### src/core/pin_route_regs.svh
`ifndef PIN_ROUTE_REGS_SVH
`define PIN_ROUTE_REGS_SVH

// register index map (byte-wide registers on a plain port)
`define ADDR_W          6
`define ADDR_PORT_D_PIN_REGISTER_PIN  6'h00
`define ADDR_PORT_D_PIN_REGISTER_LAT  6'h01
`define ADDR_PORT_D_PIN_REGISTER_DIR  6'h02
`define ADDR_LOCK       6'h03
`define ADDR_SEL_BASE   6'h08
`define ADDR_SEL_LAST   6'h0F

// field layout
`define SEL_MSB         4
`define LOCK_BIT        0

// reset values
`define RST_SEL         5'h00
`define RST_LOCK        1'b0
`define RST_LAT         8'h00
`define RST_DIR         8'hFF
`define RST_RDATA       8'h00

// source codes
`define SRC_FIRST       5'h01
`define SRC_LAST        5'h1B
`define SRC_COUNT       28

`endif

### src/core/pin_route_pkg.sv
package pin_route_pkg;

    typedef logic [4:0] srcCode_t;

    typedef struct packed {
        srcCode_t [7:0] sel;
        logic           lock;
        logic [7:0]     lat;
        logic [7:0]     dir;
        logic [7:0]     padOut;
        logic [7:0]     padOe;
        logic [7:0]     rdata;
    } state_t;

endpackage

### src/core/output_pin_select_with_lock.sv
// Local design decisions: the address-and-strobe port and the register addresses.
`timescale 1ns/1ps
`include "pin_route_regs.svh"

// Notes on behaviour
// - pin register writes land in output latch
// - pin register reads return sampled pad levels
// - eight-bit latch drives plain output pins
// - select uses bits 4-0, upper read zero
// - codes 01 to 1B pick distinct peripherals
// - each source allowed on any of the eight ports
// - routed peripheral overrides direction when needed
// - lock set blocks all select writes
// - lock clear lets select writes apply
// - lock register implements bit zero only
// - direction one makes input, zero output
module output_pin_select_with_lock (
    // clock and reset
    input  wire logic        mclk,
    input  wire logic        resetn,
    // register port
    input  wire logic [5:0]  addr,
    input  wire logic [7:0]  wdata,
    input  wire logic        wstrobe,
    input  wire logic        rstrobe,
    output logic      [7:0]  rdata,
    // peripheral outputs, index = source code
    input  wire logic [27:0] periphOut,
    input  wire logic [27:0] periphDrive,
    // port d pads
    input  wire logic [7:0]  padIn,
    output logic      [7:0]  padOut,
    output logic      [7:0]  padOe
);

    pin_route_pkg::state_t s_q;
    pin_route_pkg::state_t s_d;

    logic selWrite;
    logic [2:0] selIdx;

    assign selWrite = wstrobe && addr >= `ADDR_SEL_BASE && addr <= `ADDR_SEL_LAST;
    assign selIdx   = addr[2:0];

    always_comb begin
        pin_route_pkg::srcCode_t code;
        code = `RST_SEL;
        s_d = s_q;
        s_d.rdata = `RST_RDATA;
        if (wstrobe) begin
            unique case (addr)
                `ADDR_PORT_D_PIN_REGISTER_PIN: s_d.lat = wdata;
                `ADDR_PORT_D_PIN_REGISTER_LAT: s_d.lat = wdata;
                `ADDR_PORT_D_PIN_REGISTER_DIR: s_d.dir = wdata;
                `ADDR_LOCK:      s_d.lock = wdata[`LOCK_BIT];
                default: begin
                    if (selWrite && !s_q.lock) begin
                        s_d.sel[selIdx] = wdata[`SEL_MSB:0];
                    end
                end
            endcase
        end
        if (rstrobe) begin
            unique case (addr)
                `ADDR_PORT_D_PIN_REGISTER_PIN: s_d.rdata = padIn;
                `ADDR_PORT_D_PIN_REGISTER_LAT: s_d.rdata = s_q.lat;
                `ADDR_PORT_D_PIN_REGISTER_DIR: s_d.rdata = s_q.dir;
                `ADDR_LOCK:      s_d.rdata = {7'h00, s_q.lock};
                default: begin
                    if (addr >= `ADDR_SEL_BASE && addr <= `ADDR_SEL_LAST) begin
                        s_d.rdata = {3'h0, s_q.sel[selIdx]};
                    end
                end
            endcase
        end
        // routing uses current selections; one flop of latency to the pad
        for (int p = 0; p < 8; p++) begin
            code = s_q.sel[p];
            if (code >= `SRC_FIRST && code <= `SRC_LAST) begin
                s_d.padOut[p] = periphOut[code];
                s_d.padOe[p]  = periphDrive[code] | ~s_q.dir[p];
            end else begin
                s_d.padOut[p] = s_q.lat[p];
                s_d.padOe[p]  = ~s_q.dir[p];
            end
        end
    end

    always_ff @(posedge mclk or negedge resetn) begin
        if (!resetn) begin
            for (int p = 0; p < 8; p++) begin
                s_q.sel[p] <= `RST_SEL;
            end
            s_q.lock   <= `RST_LOCK;
            s_q.lat    <= `RST_LAT;
            s_q.dir    <= `RST_DIR;
            s_q.padOut <= `RST_LAT;
            s_q.padOe  <= `RST_LAT;
            s_q.rdata  <= `RST_RDATA;
        end else begin
            s_q <= s_d;
        end
    end

    assign rdata  = s_q.rdata;
    assign padOut = s_q.padOut;
    assign padOe  = s_q.padOe;

    a_lock_holds_sel: assert property (@(posedge mclk) disable iff (!resetn)
        s_q.lock |=> $stable(s_q.sel)) else $error("selection changed while locked");
    a_unlock_write: assert property (@(posedge mclk) disable iff (!resetn)
        (selWrite && !s_q.lock) |=> s_q.sel[$past(selIdx)] == $past(wdata[4:0]))
        else $error("unlocked select write lost");
    a_pin_write_lat: assert property (@(posedge mclk) disable iff (!resetn)
        (wstrobe && addr == `ADDR_PORT_D_PIN_REGISTER_PIN) |=> s_q.lat == $past(wdata))
        else $error("pin write missed latch");
    a_pin_read_pad: assert property (@(posedge mclk) disable iff (!resetn)
        (rstrobe && addr == `ADDR_PORT_D_PIN_REGISTER_PIN) |=> rdata == $past(padIn))
        else $error("pin read not pad level");
    a_lock_read_zero: assert property (@(posedge mclk) disable iff (!resetn)
        (rstrobe && addr == `ADDR_LOCK) |=> rdata[7:1] == 7'h00)
        else $error("lock upper bits nonzero");
    a_sel_read_zero: assert property (@(posedge mclk) disable iff (!resetn)
        (rstrobe && selWrite == 1'b0 && addr >= `ADDR_SEL_BASE) |=> rdata[7:5] == 3'h0)
        else $error("select upper bits nonzero");
    a_fallback_latch: assert property (@(posedge mclk) disable iff (!resetn)
        (s_q.sel[0] == 5'h00) |=> padOut[0] == $past(s_q.lat[0]) && padOe[0] == !$past(s_q.dir[0]))
        else $error("unrouted pin not from latch");
    a_route_src: assert property (@(posedge mclk) disable iff (!resetn)
        (s_q.sel[0] == 5'h1B) |=> padOut[0] == $past(periphOut[27]))
        else $error("routed source wrong");
    a_override_dir: assert property (@(posedge mclk) disable iff (!resetn)
        (s_q.sel[1] != 5'h00 && s_q.sel[1] <= 5'h1B && periphDrive[s_q.sel[1]]) |=> padOe[1])
        else $error("peripheral did not override direction");

    c_locked_write: cover property (@(posedge mclk) disable iff (!resetn) s_q.lock && selWrite);
    c_sel_write:    cover property (@(posedge mclk) disable iff (!resetn) !s_q.lock && selWrite);
    c_pin_read:     cover property (@(posedge mclk) disable iff (!resetn)
        rstrobe && addr == `ADDR_PORT_D_PIN_REGISTER_PIN);
    c_routed:       cover property (@(posedge mclk) disable iff (!resetn) s_q.sel[2] != 5'h00);

endmodule

### config.mk
export PLATFORM = sky130hd
export DESIGN_NAME = output_pin_select_with_lock
export DESIGN_NICKNAME = d
export VERILOG_FILES = /design/src/core/pin_route_pkg.sv /design/src/core/output_pin_select_with_lock.sv
export VERILOG_INCLUDE_DIRS = /design/src /design/src/core
export SDC_FILE = /design/constraint.sdc
export NUM_CORES = 1
export LEC_CHECK = 0
export BUFFER_PORTS_ARGS = -buffer_cell sky130_fd_sc_hd__buf_4
export CORE_MARGIN = 2
export CORE_UTILIZATION = 30
export DETAILED_ROUTE_END_ITERATION = 12
export MAX_ROUTING_LAYER = met4
export SETUP_SLACK_MARGIN = 0.05
export SYNTH_ARGS = -nofsm -noshare
export SYNTH_HDL_FRONTEND = slang
export SYNTH_SLANG_ARGS = --single-unit
### constraint.sdc
create_clock -name mclk -period 4 [get_ports mclk]
set_input_delay 0.4 -clock mclk [delete_from_list [all_inputs] [get_ports mclk]]
set_output_delay 0.4 -clock mclk [all_outputs]
set_load 0.02 [all_outputs]
==> out/results.ini, run 1 <==
[run_status]
run_status = complete, no violations

[critical_path]
crit_type = flip-flop to flip-flop
timing.reg2reg.worst_path_depth = 4
critical_path.reg2reg.startpoint = s_q[56]$_DFFE_PN0P_
worstReg2RegEnd = padOut[3]$_DFF_PN0_
worst-path-max-fanout = 19
cp.required_ps = 4230
end_kind = flip-flop
worst_setup_path_start_kind = flip-flop
reg2reg_slack_ps = 1460
cp_data_arrival_time_ps = 2760

[layout]
insertedDiodeCount = 0
num-nets-final = 749
layout.cells.most_common = sky130_fd_sc_hd__buf_4
num-fill-cells = 2549
final_cell_area_sq_um = 8914
most-common-layout-cells = sky130_fd_sc_hd__buf_4 (106), sky130_fd_sc_hd__dfrtp_1 (73), sky130_fd_sc_hd__mux2_2 (70), sky130_fd_sc_hd__mux4_2 (61), sky130_fd_sc_hd__mux2i_1 (49)
drive_gt1_share_pct = 39.73
syn_to_final_growth_pct = 13.21

[timing]
grt_setup_unrepaired = false
worst_slew_pin_slew_ps = 1121
setup-violations-final = 0
skew_ps = 11.88
timing.final.crit_share_pct = 63.43
hold_viol_final = 0
setup_tns_ps = 0
slew_headroom_pct = 25.24
fmax_ghz = 0.3941
final.min_clock_period_ps = 2537
maxSlewViolCount = 0
final.hold.worst_slack_ps = 132.9

[hold_path]
class_of_the_most_critical_hold_timing_path = input pin to async pin

[logic_synthesis]
synth_warnings = 0
synth-main-ff-cell = sky130_fd_sc_hd__dfrtp_1
synthTopCellsByArea = sky130_fd_sc_hd__dfrtp_1 (23%), sky130_fd_sc_hd__mux4_2 (17%), sky130_fd_sc_hd__mux4_1 (14%)
yosysSeqAreaShare_pct = 25.87
netlist-cell-type-count = 58
post_synth_inst_count = 638
yosys_register_bits = 81
syn_area_per_cell_sq_um = 12.34
synth_enable_flop_cells = 0
syn-cell-area_sq_um = 7874
synth_largest_area_cell = sky130_fd_sc_hd__dfrtp_1
syn_nets = 720
async_flop_share_pct = 100.0
synth_top_area_share_pct = 23.20

[floorplan]
start_util_pct = 30.39
chipWidth_um = 166.0
rows = 59
fp.dieArea_sq_um = 27560
top_level_ports = 106
die-height_um = 166.0
core_region_area_sq_um = 25910

[clocking]
post_cts_resize_count = 0
setup_bufs_post_cts = 0
hold_buffers = 0
cts_buffers = 9
worst_skew_pair.late_latency_ps = 350
tritoncts = built
max-clock-path-buffers = 2
htree_num_levels = 3
sink_count = 81
clock_tree.root_cell = sky130_fd_sc_hd__clkbuf_16
clk_pin_slew_ps = 70

[placed_design]
gp_congestion = 0.9255
placed_instance_area_sq_um = 8564
portBuffers = 105
hpwl_um = 19960

[routing]
drc = 0
detail_route.wirelength_um = 27670
route.detailed.wl_per_inst_um = 27.48
vias = 6331
firstDrtPassIters = 7
drtAntennaViolNets = 0
avgViaCountPerCell = 6.287
drt_iter0_drc = 625

[global_route]
antenna_violations_before_repair = 0
groute.usage.overall_pct = 20.38
grt_start_max_net_pins = 59
grt_overflow = 0
grt_pass1_vias = 6187
grt_pass1_wl_um = 41010

[power_and_ir_drop]
totalPowerFinal_mw = 3.535
peakVddDrop_uv = 232.5
p_leak_nw = 3.407
power.density_nw_per_um2 = 396.6

[flow_run]
max_cap_violations = 0

-- kinds of logic (layout without fill, tap and decap cells) --
| logic type | count (synthesis) | count (layout) | synth area share (%) |
|---|---|---|---|
| AOI/OAI and AO/OA | 105 | 105 | 10.07 |
| buffers and inverters | 103 | 137 | 7.373 |
| DFF | 81 | 81 | 25.87 |
| muxes | 222 | 222 | 47.70 |
| and+or+nand+nor | 127 | 127 | 8.979 |
-- sequential cells by signal (all words and copies together) (netlist names) --
name and cells:
s_q 57, padOe 8, padOut 8, rdata 8
-- per-layer routing --
layer / vias to the layer above / routed length (um) / track usage [%]
met5: - / 0 / -
li1: 2660 / - / -
met2: 322 / 13090 / 31.72
met3: 60 / 1875 / 3.480
met4: 0 / 898 / 6.616
met1: 3289 / 11810 / 27.18
-- power breakdown --
group	leakage [nW]	switching, mW	total [mW]	internal [mW]
Clock	0.167	0.374	0.991	0.617
Sequential	1.01	0.393	1.35	0.954
Combinational	2.23	0.487	1.20	0.710
Total	3.41	1.25	3.54	2.28
-- worst max-delay path, stage by stage (launching register included) --
cell and delay [ps]:
sky130_fd_sc_hd__dfrtp_1 1030, sky130_fd_sc_hd__mux4_2 600, sky130_fd_sc_hd__mux2i_1 240, sky130_fd_sc_hd__o21ai_0 150, sky130_fd_sc_hd__a221o_1 370
-- worst max-delay path by stage --
stage,start,to,slack (ps),cells after the start
after floorplan,s_q[71]$_DFFE_PN0P_,padOut[6]$_DFF_PN0_,2160,4
after global placement,s_q[56]$_DFFE_PN0P_,padOut[3]$_DFF_PN0_,1460,4
after detailed placement,s_q[56]$_DFFE_PN0P_,padOut[3]$_DFF_PN0_,1450,4
after CTS,s_q[56]$_DFFE_PN0P_,padOut[3]$_DFF_PN0_,1440,4
after global routing,s_q[56]$_DFFE_PN0P_,padOut[3]$_DFF_PN0_,1320,4
final,s_q[56]$_DFFE_PN0P_,padOut[3]$_DFF_PN0_,1460,4
-- synthesized netlist by cell type (3+ instances only) --
library cell                instances
sky130_fd_sc_hd__a2bb2oi_1         13
sky130_fd_sc_hd__inv_1             15
sky130_fd_sc_hd__dfstp_2            8
sky130_fd_sc_hd__buf_6              6
sky130_fd_sc_hd__a211oi_1           3
sky130_fd_sc_hd__o221ai_1           5
sky130_fd_sc_hd__nor2b_1           12
sky130_fd_sc_hd__a21oi_1           14
sky130_fd_sc_hd__clkbuf_1          23
sky130_fd_sc_hd__o21ai_0           10
sky130_fd_sc_hd__mux2i_1           49
sky130_fd_sc_hd__or3_1              8
sky130_fd_sc_hd__dfrtp_1           73
sky130_fd_sc_hd__nor3_1             4
sky130_fd_sc_hd__a221o_1            6
sky130_fd_sc_hd__nor2_1            22
sky130_fd_sc_hd__a22oi_1            9
sky130_fd_sc_hd__nor3b_1            6
sky130_fd_sc_hd__o22a_1             4
sky130_fd_sc_hd__nand3_1            8
sky130_fd_sc_hd__mux2_2            70
sky130_fd_sc_hd__or4_1              5
sky130_fd_sc_hd__mux4_1            42
sky130_fd_sc_hd__o32ai_1            5
sky130_fd_sc_hd__nand2_1           25
sky130_fd_sc_hd__buf_2             13
sky130_fd_sc_hd__o22ai_1            8
sky130_fd_sc_hd__nand2b_1           9
sky130_fd_sc_hd__mux4_2            61
sky130_fd_sc_hd__or2_2              3
sky130_fd_sc_hd__nor4_1             6
sky130_fd_sc_hd__a31oi_1            5
sky130_fd_sc_hd__buf_4             30
sky130_fd_sc_hd__a211o_1            4
sky130_fd_sc_hd__nand3b_1           6
sky130_fd_sc_hd__nand4b_1           3
sky130_fd_sc_hd__buf_1             14
-- area by class of cell --
type | instances | area (sq um) | share of cell area [%]
clock buffer | 9 | 225.2 | 2.527
timing repair buffer | 106 | 795.8 | 8.928
inverter | 15 | 56.30 | 0.6317
sequential | 81 | 2037 | 22.85
clock inverter | 7 | 123.9 | 1.390
tap | 335 | 419.2 | 4.702
multi-input combinational | 454 | 5256 | 58.97
-- through the flow --
step | util [%] | setup WS, ps | instances
finish | 34.40 | 1463 | 1007
global route | 34.40 | 1316 | 1007
CTS | 34.40 | 1438 | 1007
detailed placement | 33.05 | 1453 | 991
global placement | 33.05 | 1461 | 991
floorplan | - | 2160 | 638
Note: power is estimated with default switching activity, not from simulation.
==> inputs of run 2 (changes only) <==
==> constraint.sdc (replaced) <==
create_clock -name mclk -period 2.45 [get_ports mclk]
set_input_delay 0.245 -clock mclk [delete_from_list [all_inputs] [get_ports mclk]]
set_output_delay 0.245 -clock mclk [all_outputs]
set_load 0.02 [all_outputs]
==> out/results.ini, run 2 (same netlist as run 1, synthesis figures left out) <==
[clocking]
hold_buffers = 1
worst_skew_pair.late_latency_ps = 350
post_cts_resize_count = 0
sink_count = 81
clock_tree.root_cell = sky130_fd_sc_hd__clkbuf_16
setup_bufs_post_cts = 0
clk_pin_slew_ps = 60
tritoncts = built
cts_buffers = 9
htree_num_levels = 3
max-clock-path-buffers = 2

[placed_design]
portBuffers = 105
placed_instance_area_sq_um = 8842
place_ws_ps = 259.8
gp_congestion = 1.002
hpwl_um = 21120
dpl.cell_count = 1023

[routing]
drt_iter0_drc = 603
firstDrtPassIters = 7
vias = 6499
route.detailed.wl_per_inst_um = 27.40
avgViaCountPerCell = 6.249
drtAntennaViolNets = 0
detail_route.wirelength_um = 28490
drc = 0

[timing]
final.hold.worst_slack_ps = 139.7
timing.final.crit_share_pct = 91.41
grt_setup_unrepaired = false
fmax_ghz = 0.4465
setup-violations-final = 0
final_critical_path_setup_slack_ps = 210.4
final.min_clock_period_ps = 2240
setup_tns_ps = 0
maxSlewViolCount = 0
slew_headroom_pct = 50.64
skew_ps = 10.71
worst_slew_pin_slew_ps = 740.4
hold_viol_final = 0

[critical_path]
worst-path-max-fanout = 12
cp_data_arrival_time_ps = 2470
reg2reg_slack_ps = 210
timing.reg2reg.worst_path_depth = 3
crit_type = flip-flop to flip-flop
cp.required_ps = 2680
critical_path.reg2reg.startpoint = s_q[51]$_DFFE_PN0P_
worstReg2RegEnd = padOe[2]$_DFF_PN0_
end_kind = flip-flop
worst_setup_path_start_kind = flip-flop

[floorplan]
chipWidth_um = 166.0
die-height_um = 166.0
fp.dieArea_sq_um = 27560
rows = 59
top_level_ports = 106
start_util_pct = 30.39
core_region_area_sq_um = 25910

[power_and_ir_drop]
p_int_mw = 3.533
totalPowerFinal_mw = 5.616
power_frac_clock_pct = 23.4
power.sequential.fraction_pct = 35.2
share_comb_of_total_power_pct = 41.4
peakVddDrop_uv = 368.5
sw_frac_of_total_pct = 37.08
total_switching_power_mw = 2.082
p_leak_nw = 3.565
power.density_nw_per_um2 = 614.9

[global_route]
antenna_violations_before_repair = 0
grt_pass1_wl_um = 42770
groute.usage.overall_pct = 21.17
grt_pass1_vias = 6596
grt-busiest-layer = met2
grt_start_max_net_pins = 48
met2_usage_pct = 31.66
grt_util_met1_pct = 27.78
grt_overflow = 0
groute.layer.met3.usage_pct = 3.908

[layout]
drive_gt1_share_pct = 42.41
layout.cells.most_common = sky130_fd_sc_hd__buf_4
insertedDiodeCount = 0
syn_to_final_growth_pct = 15.99
finish.utilization_pct = 35.25
largest_register = s_q
most-common-layout-cells = sky130_fd_sc_hd__buf_4 (135), sky130_fd_sc_hd__dfrtp_1 (73), sky130_fd_sc_hd__mux2_2 (70), sky130_fd_sc_hd__mux4_2 (61), sky130_fd_sc_hd__mux2i_1 (49)
final_cell_area_sq_um = 9133
largest_register_ffs = 57
num-fill-cells = 2561
layout.cells.non_filler = 1040
num-nets-final = 782

[flow_run]
max_cap_violations = 0

[run_status]
run_status = complete, no violations

[hold_path]
min_path_cells = 2
hold_path_start = wdata[5]
holdPathEnd = s_q[29]$_DFFE_PN1P_
class_of_the_most_critical_hold_timing_path = input pin to flip-flop

[run 2: changes by cell type in the layout (fill, tap and decap cells not counted), sizes merged]
cell,change
clkinvlp,-1
buf,+32
dlygate4sd3,+1
bufinv,-3
clkinv,+5
inv,-2
clkbuf,+1
[run 2: worst max-delay path by stage]
stage | depth (start not counted) | startpoint | slack, ps | endpoint
floorplan | 4 | s_q[71]$_DFFE_PN0P_ | 610 | padOut[6]$_DFF_PN0_
global placement | 3 | s_q[51]$_DFFE_PN0P_ | 320 | padOe[2]$_DFF_PN0_
detailed placement | 3 | s_q[51]$_DFFE_PN0P_ | 260 | padOe[2]$_DFF_PN0_
CTS | 3 | s_q[51]$_DFFE_PN0P_ | 250 | padOe[2]$_DFF_PN0_
global route | 3 | s_q[51]$_DFFE_PN0P_ | 180 | padOe[2]$_DFF_PN0_
finish | 3 | s_q[51]$_DFFE_PN0P_ | 210 | padOe[2]$_DFF_PN0_
[run 2: final cells by class]
| class | count | area [sq um] | area share (%) |
|---|---|---|---|
| clock inverter | 6 | 41.29 | 0.4521 |
| tap | 335 | 419.2 | 4.590 |
| timing repair buffer | 139 | 1084 | 11.86 |
| sequential | 81 | 2037 | 22.30 |
| multi-input combinational | 454 | 5256 | 57.56 |
| inverter | 15 | 56.30 | 0.6165 |
| clock buffer | 10 | 239.0 | 2.617 |
[run 2: routing by layer]
| metal | part of all wire, % | vias to the layer above |
|---|---|---|
| met1 | 40 | 3310 |
| li1 | - | 2707 |
| met2 | 46 | 403 |
| met3 | 8.5 | 79 |
| met4 | 5.3 | 0 |
| met5 | 0 | - |
[run 2: power groups by stage]
stage                     combinational, mW  clock (mW)  sequential (mW)
final                                  2.33        1.31             1.98
after global routing                   2.48        1.39             1.99
after CTS                              2.32        1.34             1.97
after detailed placement               2.31           0             1.99
after global placement                 2.29           0             1.99
after floorplan                        1.82           0             1.67
[run 2: worst max-delay path: stages (launching register included)]
cell	delay [ps]
sky130_fd_sc_hd__dfrtp_1	710
sky130_fd_sc_hd__mux4_1	640
sky130_fd_sc_hd__mux4_2	510
sky130_fd_sc_hd__o31a_1	250
==> inputs of run 3 (changes only) <==
==> constraint.sdc (replaced) <==
create_clock -name mclk -period 2.45 [get_ports mclk]
set_input_delay 0.49 -clock mclk [delete_from_list [all_inputs] [get_ports mclk]]
set_output_delay 0.49 -clock mclk [all_outputs]
set_load 0.02 [all_outputs]
==> out/results.ini, run 3 (same netlist as run 1, synthesis figures left out) <==
[run_status]
run_status = complete, no violations

[layout]
largest_register = s_q
multi_input_area_sq_um = 5256
syn_to_final_growth_pct = 16.49
largest_register_ffs = 57
num-fill-cells = 2541
num-nets-final = 789
finish.utilization_pct = 35.40
layout.cells.non_filler = 1047
layout.cells.most_common = sky130_fd_sc_hd__buf_4
final-seq-area_sq_um = 2037
drive_gt1_share_pct = 42.98
insertedDiodeCount = 0
most-common-layout-cells = sky130_fd_sc_hd__buf_4 (145), sky130_fd_sc_hd__dfrtp_1 (73), sky130_fd_sc_hd__mux2_2 (70), sky130_fd_sc_hd__mux4_2 (61), sky130_fd_sc_hd__mux2i_1 (49)

[clocking]
sink_count = 81
max-clock-path-buffers = 2
hold_buffers = 0
tritoncts = built
clk_pin_slew_ps = 70
setup_bufs_post_cts = 0
cts_buffers = 9
htree_num_levels = 3
post_cts_resize_count = 0
worst_skew_pair.late_latency_ps = 350
clock_tree.root_cell = sky130_fd_sc_hd__clkbuf_16

[flow_run]
max_cap_violations = 0

[routing]
vias = 6570
drtAntennaViolNets = 0
firstDrtPassIters = 7
avgViaCountPerCell = 6.275
route.detailed.wl_per_inst_um = 28.00
drc = 0
detail_route.wirelength_um = 29310
drt_iter0_drc = 852

[critical_path]
worst_setup_path_start_kind = flip-flop
worst_path_largest_cell_delay_ps = 670
worst-path-max-fanout = 10
cp_data_arrival_time_ps = 2480
crit_chain = mux4_1 > mux4_2 > o31a_1
end_kind = flip-flop
critical-path-slowest-cell = sky130_fd_sc_hd__dfrtp_1
cp.required_ps = 2680
crit_buf_inv = 0
path_delay_family = multiplexers
crit_type = flip-flop to flip-flop

[timing]
worst_slew_pin_slew_ps = 697.3
hold_viol_final = 0
final_critical_path_setup_slack_ps = 194.5
slew_headroom_pct = 53.52
timing.final.crit_share_pct = 92.06
setup-violations-final = 0
fmax_ghz = 0.4434
final.hold.worst_slack_ps = 161.8
setup_tns_ps = 0
grt_setup_unrepaired = false
final.min_clock_period_ps = 2256
skew_ps = 11.50
maxSlewViolCount = 0

[floorplan]
top_level_ports = 106
chipWidth_um = 166.0
rows = 59
core_region_area_sq_um = 25910
fp.dieArea_sq_um = 27560
die-height_um = 166.0
start_util_pct = 30.39

[global_route]
grt_pass1_wl_um = 43390
groute.usage.overall_pct = 21.71
grt_start_max_net_pins = 82
antenna_violations_before_repair = 0
grt_pass1_vias = 6545
grt_overflow = 0

[power_and_ir_drop]
p_leak_nw = 3.601
power.density_nw_per_um2 = 628.7
peakVddDrop_uv = 396.5
power.sequential.fraction_pct = 34.1
power_frac_clock_pct = 23.8
sw_frac_of_total_pct = 37.28
total_switching_power_mw = 2.150
share_comb_of_total_power_pct = 42.1
p_int_mw = 3.617

[placed_design]
gp_congestion = 1.003
dpl.cell_count = 1031
hpwl_um = 21760
place_ws_ps = 268.3
portBuffers = 105

[hold_path]
class_of_the_most_critical_hold_timing_path = input pin to async pin

==> run 3: changes by cell type in the layout (fill, tap and decap cells not counted), sizes merged <==
cell,change
dlygate4sd3,-1
bufinv,+1
clkinv,-1
buf,+8
==> run 3: per-stage QoR <==
| step | total power [mW] | cell area [sq um] |
|---|---|---|
| finish | 5.767 | 9173 |
| CTS | 5.744 | 9173 |
| detailed placement | 4.357 | 8877 |
| floorplan | 3.499 | 7874 |
| global route | 6.008 | 9173 |
| global placement | 4.350 | 8877 |
==> run 3: path summary, 6_finish.rpt <==
check | slack (ps) | to | from | cells past startpoint
min in group mclk | 390 | s_q[37]$_DFFE_PN0P_ | wdata[5] | 2
worst min-delay path | 160 | s_q[41]$_DFFE_PN0P_ | resetn | 2
worst max register to register | 190 | padOe[7]$_DFF_PN0_ | s_q[76]$_DFFE_PN0P_ | 3
worst max-delay path | 190 | padOe[7]$_DFF_PN0_ | s_q[76]$_DFFE_PN0P_ | 3
max in group asynchronous | 1890 | s_q[26]$_DFFE_PN1P_ | resetn | 2
worst min register to register | 500 | padOe[6]$_DFF_PN0_ | s_q[30]$_DFFE_PN1P_ | 1
==> run 3: area by class of cell <==
type                            instances  share of cell area [%]
Multi-Input combinational cell        454                   57.30
Sequential cell                        81                   22.21
Timing Repair Buffer                  146                   12.09
Tap cell                              335                   4.570
Clock buffer                           10                   2.496
Clock inverter                          6                  0.7230
Inverter                               15                  0.6138
==> run 3: worst register-to-register path: cells and delay by family, from the launching register on <==
| kind | cells | cell delay [ps] |
|---|---|---|
| AO/OA/AOI/OAI | 1 | 280 |
| flip-flops | 1 | 670 |
| multiplexers | 2 | 1190 |
==> run 3: layer usage <==
layer  track usage (%)  vias to the layer above  wire length [um]
met5                 -                        -                 0
met4             11.98                        0              1892
met3             5.386                       79              2566
met2             31.95                      365             13340
met1             27.45                     3388             11520
li1                  -                     2738                 -
==> run 3: power by group through the flow <==
stage | clock network, mW | registers, mW | logic [mW]
after detailed placement | 0 | 1.97 | 2.39
after global placement | 0 | 1.98 | 2.37
final | 1.37 | 1.97 | 2.43
after CTS | 1.39 | 1.95 | 2.40
after floorplan | 0 | 1.67 | 1.82
after global routing | 1.45 | 1.98 | 2.58
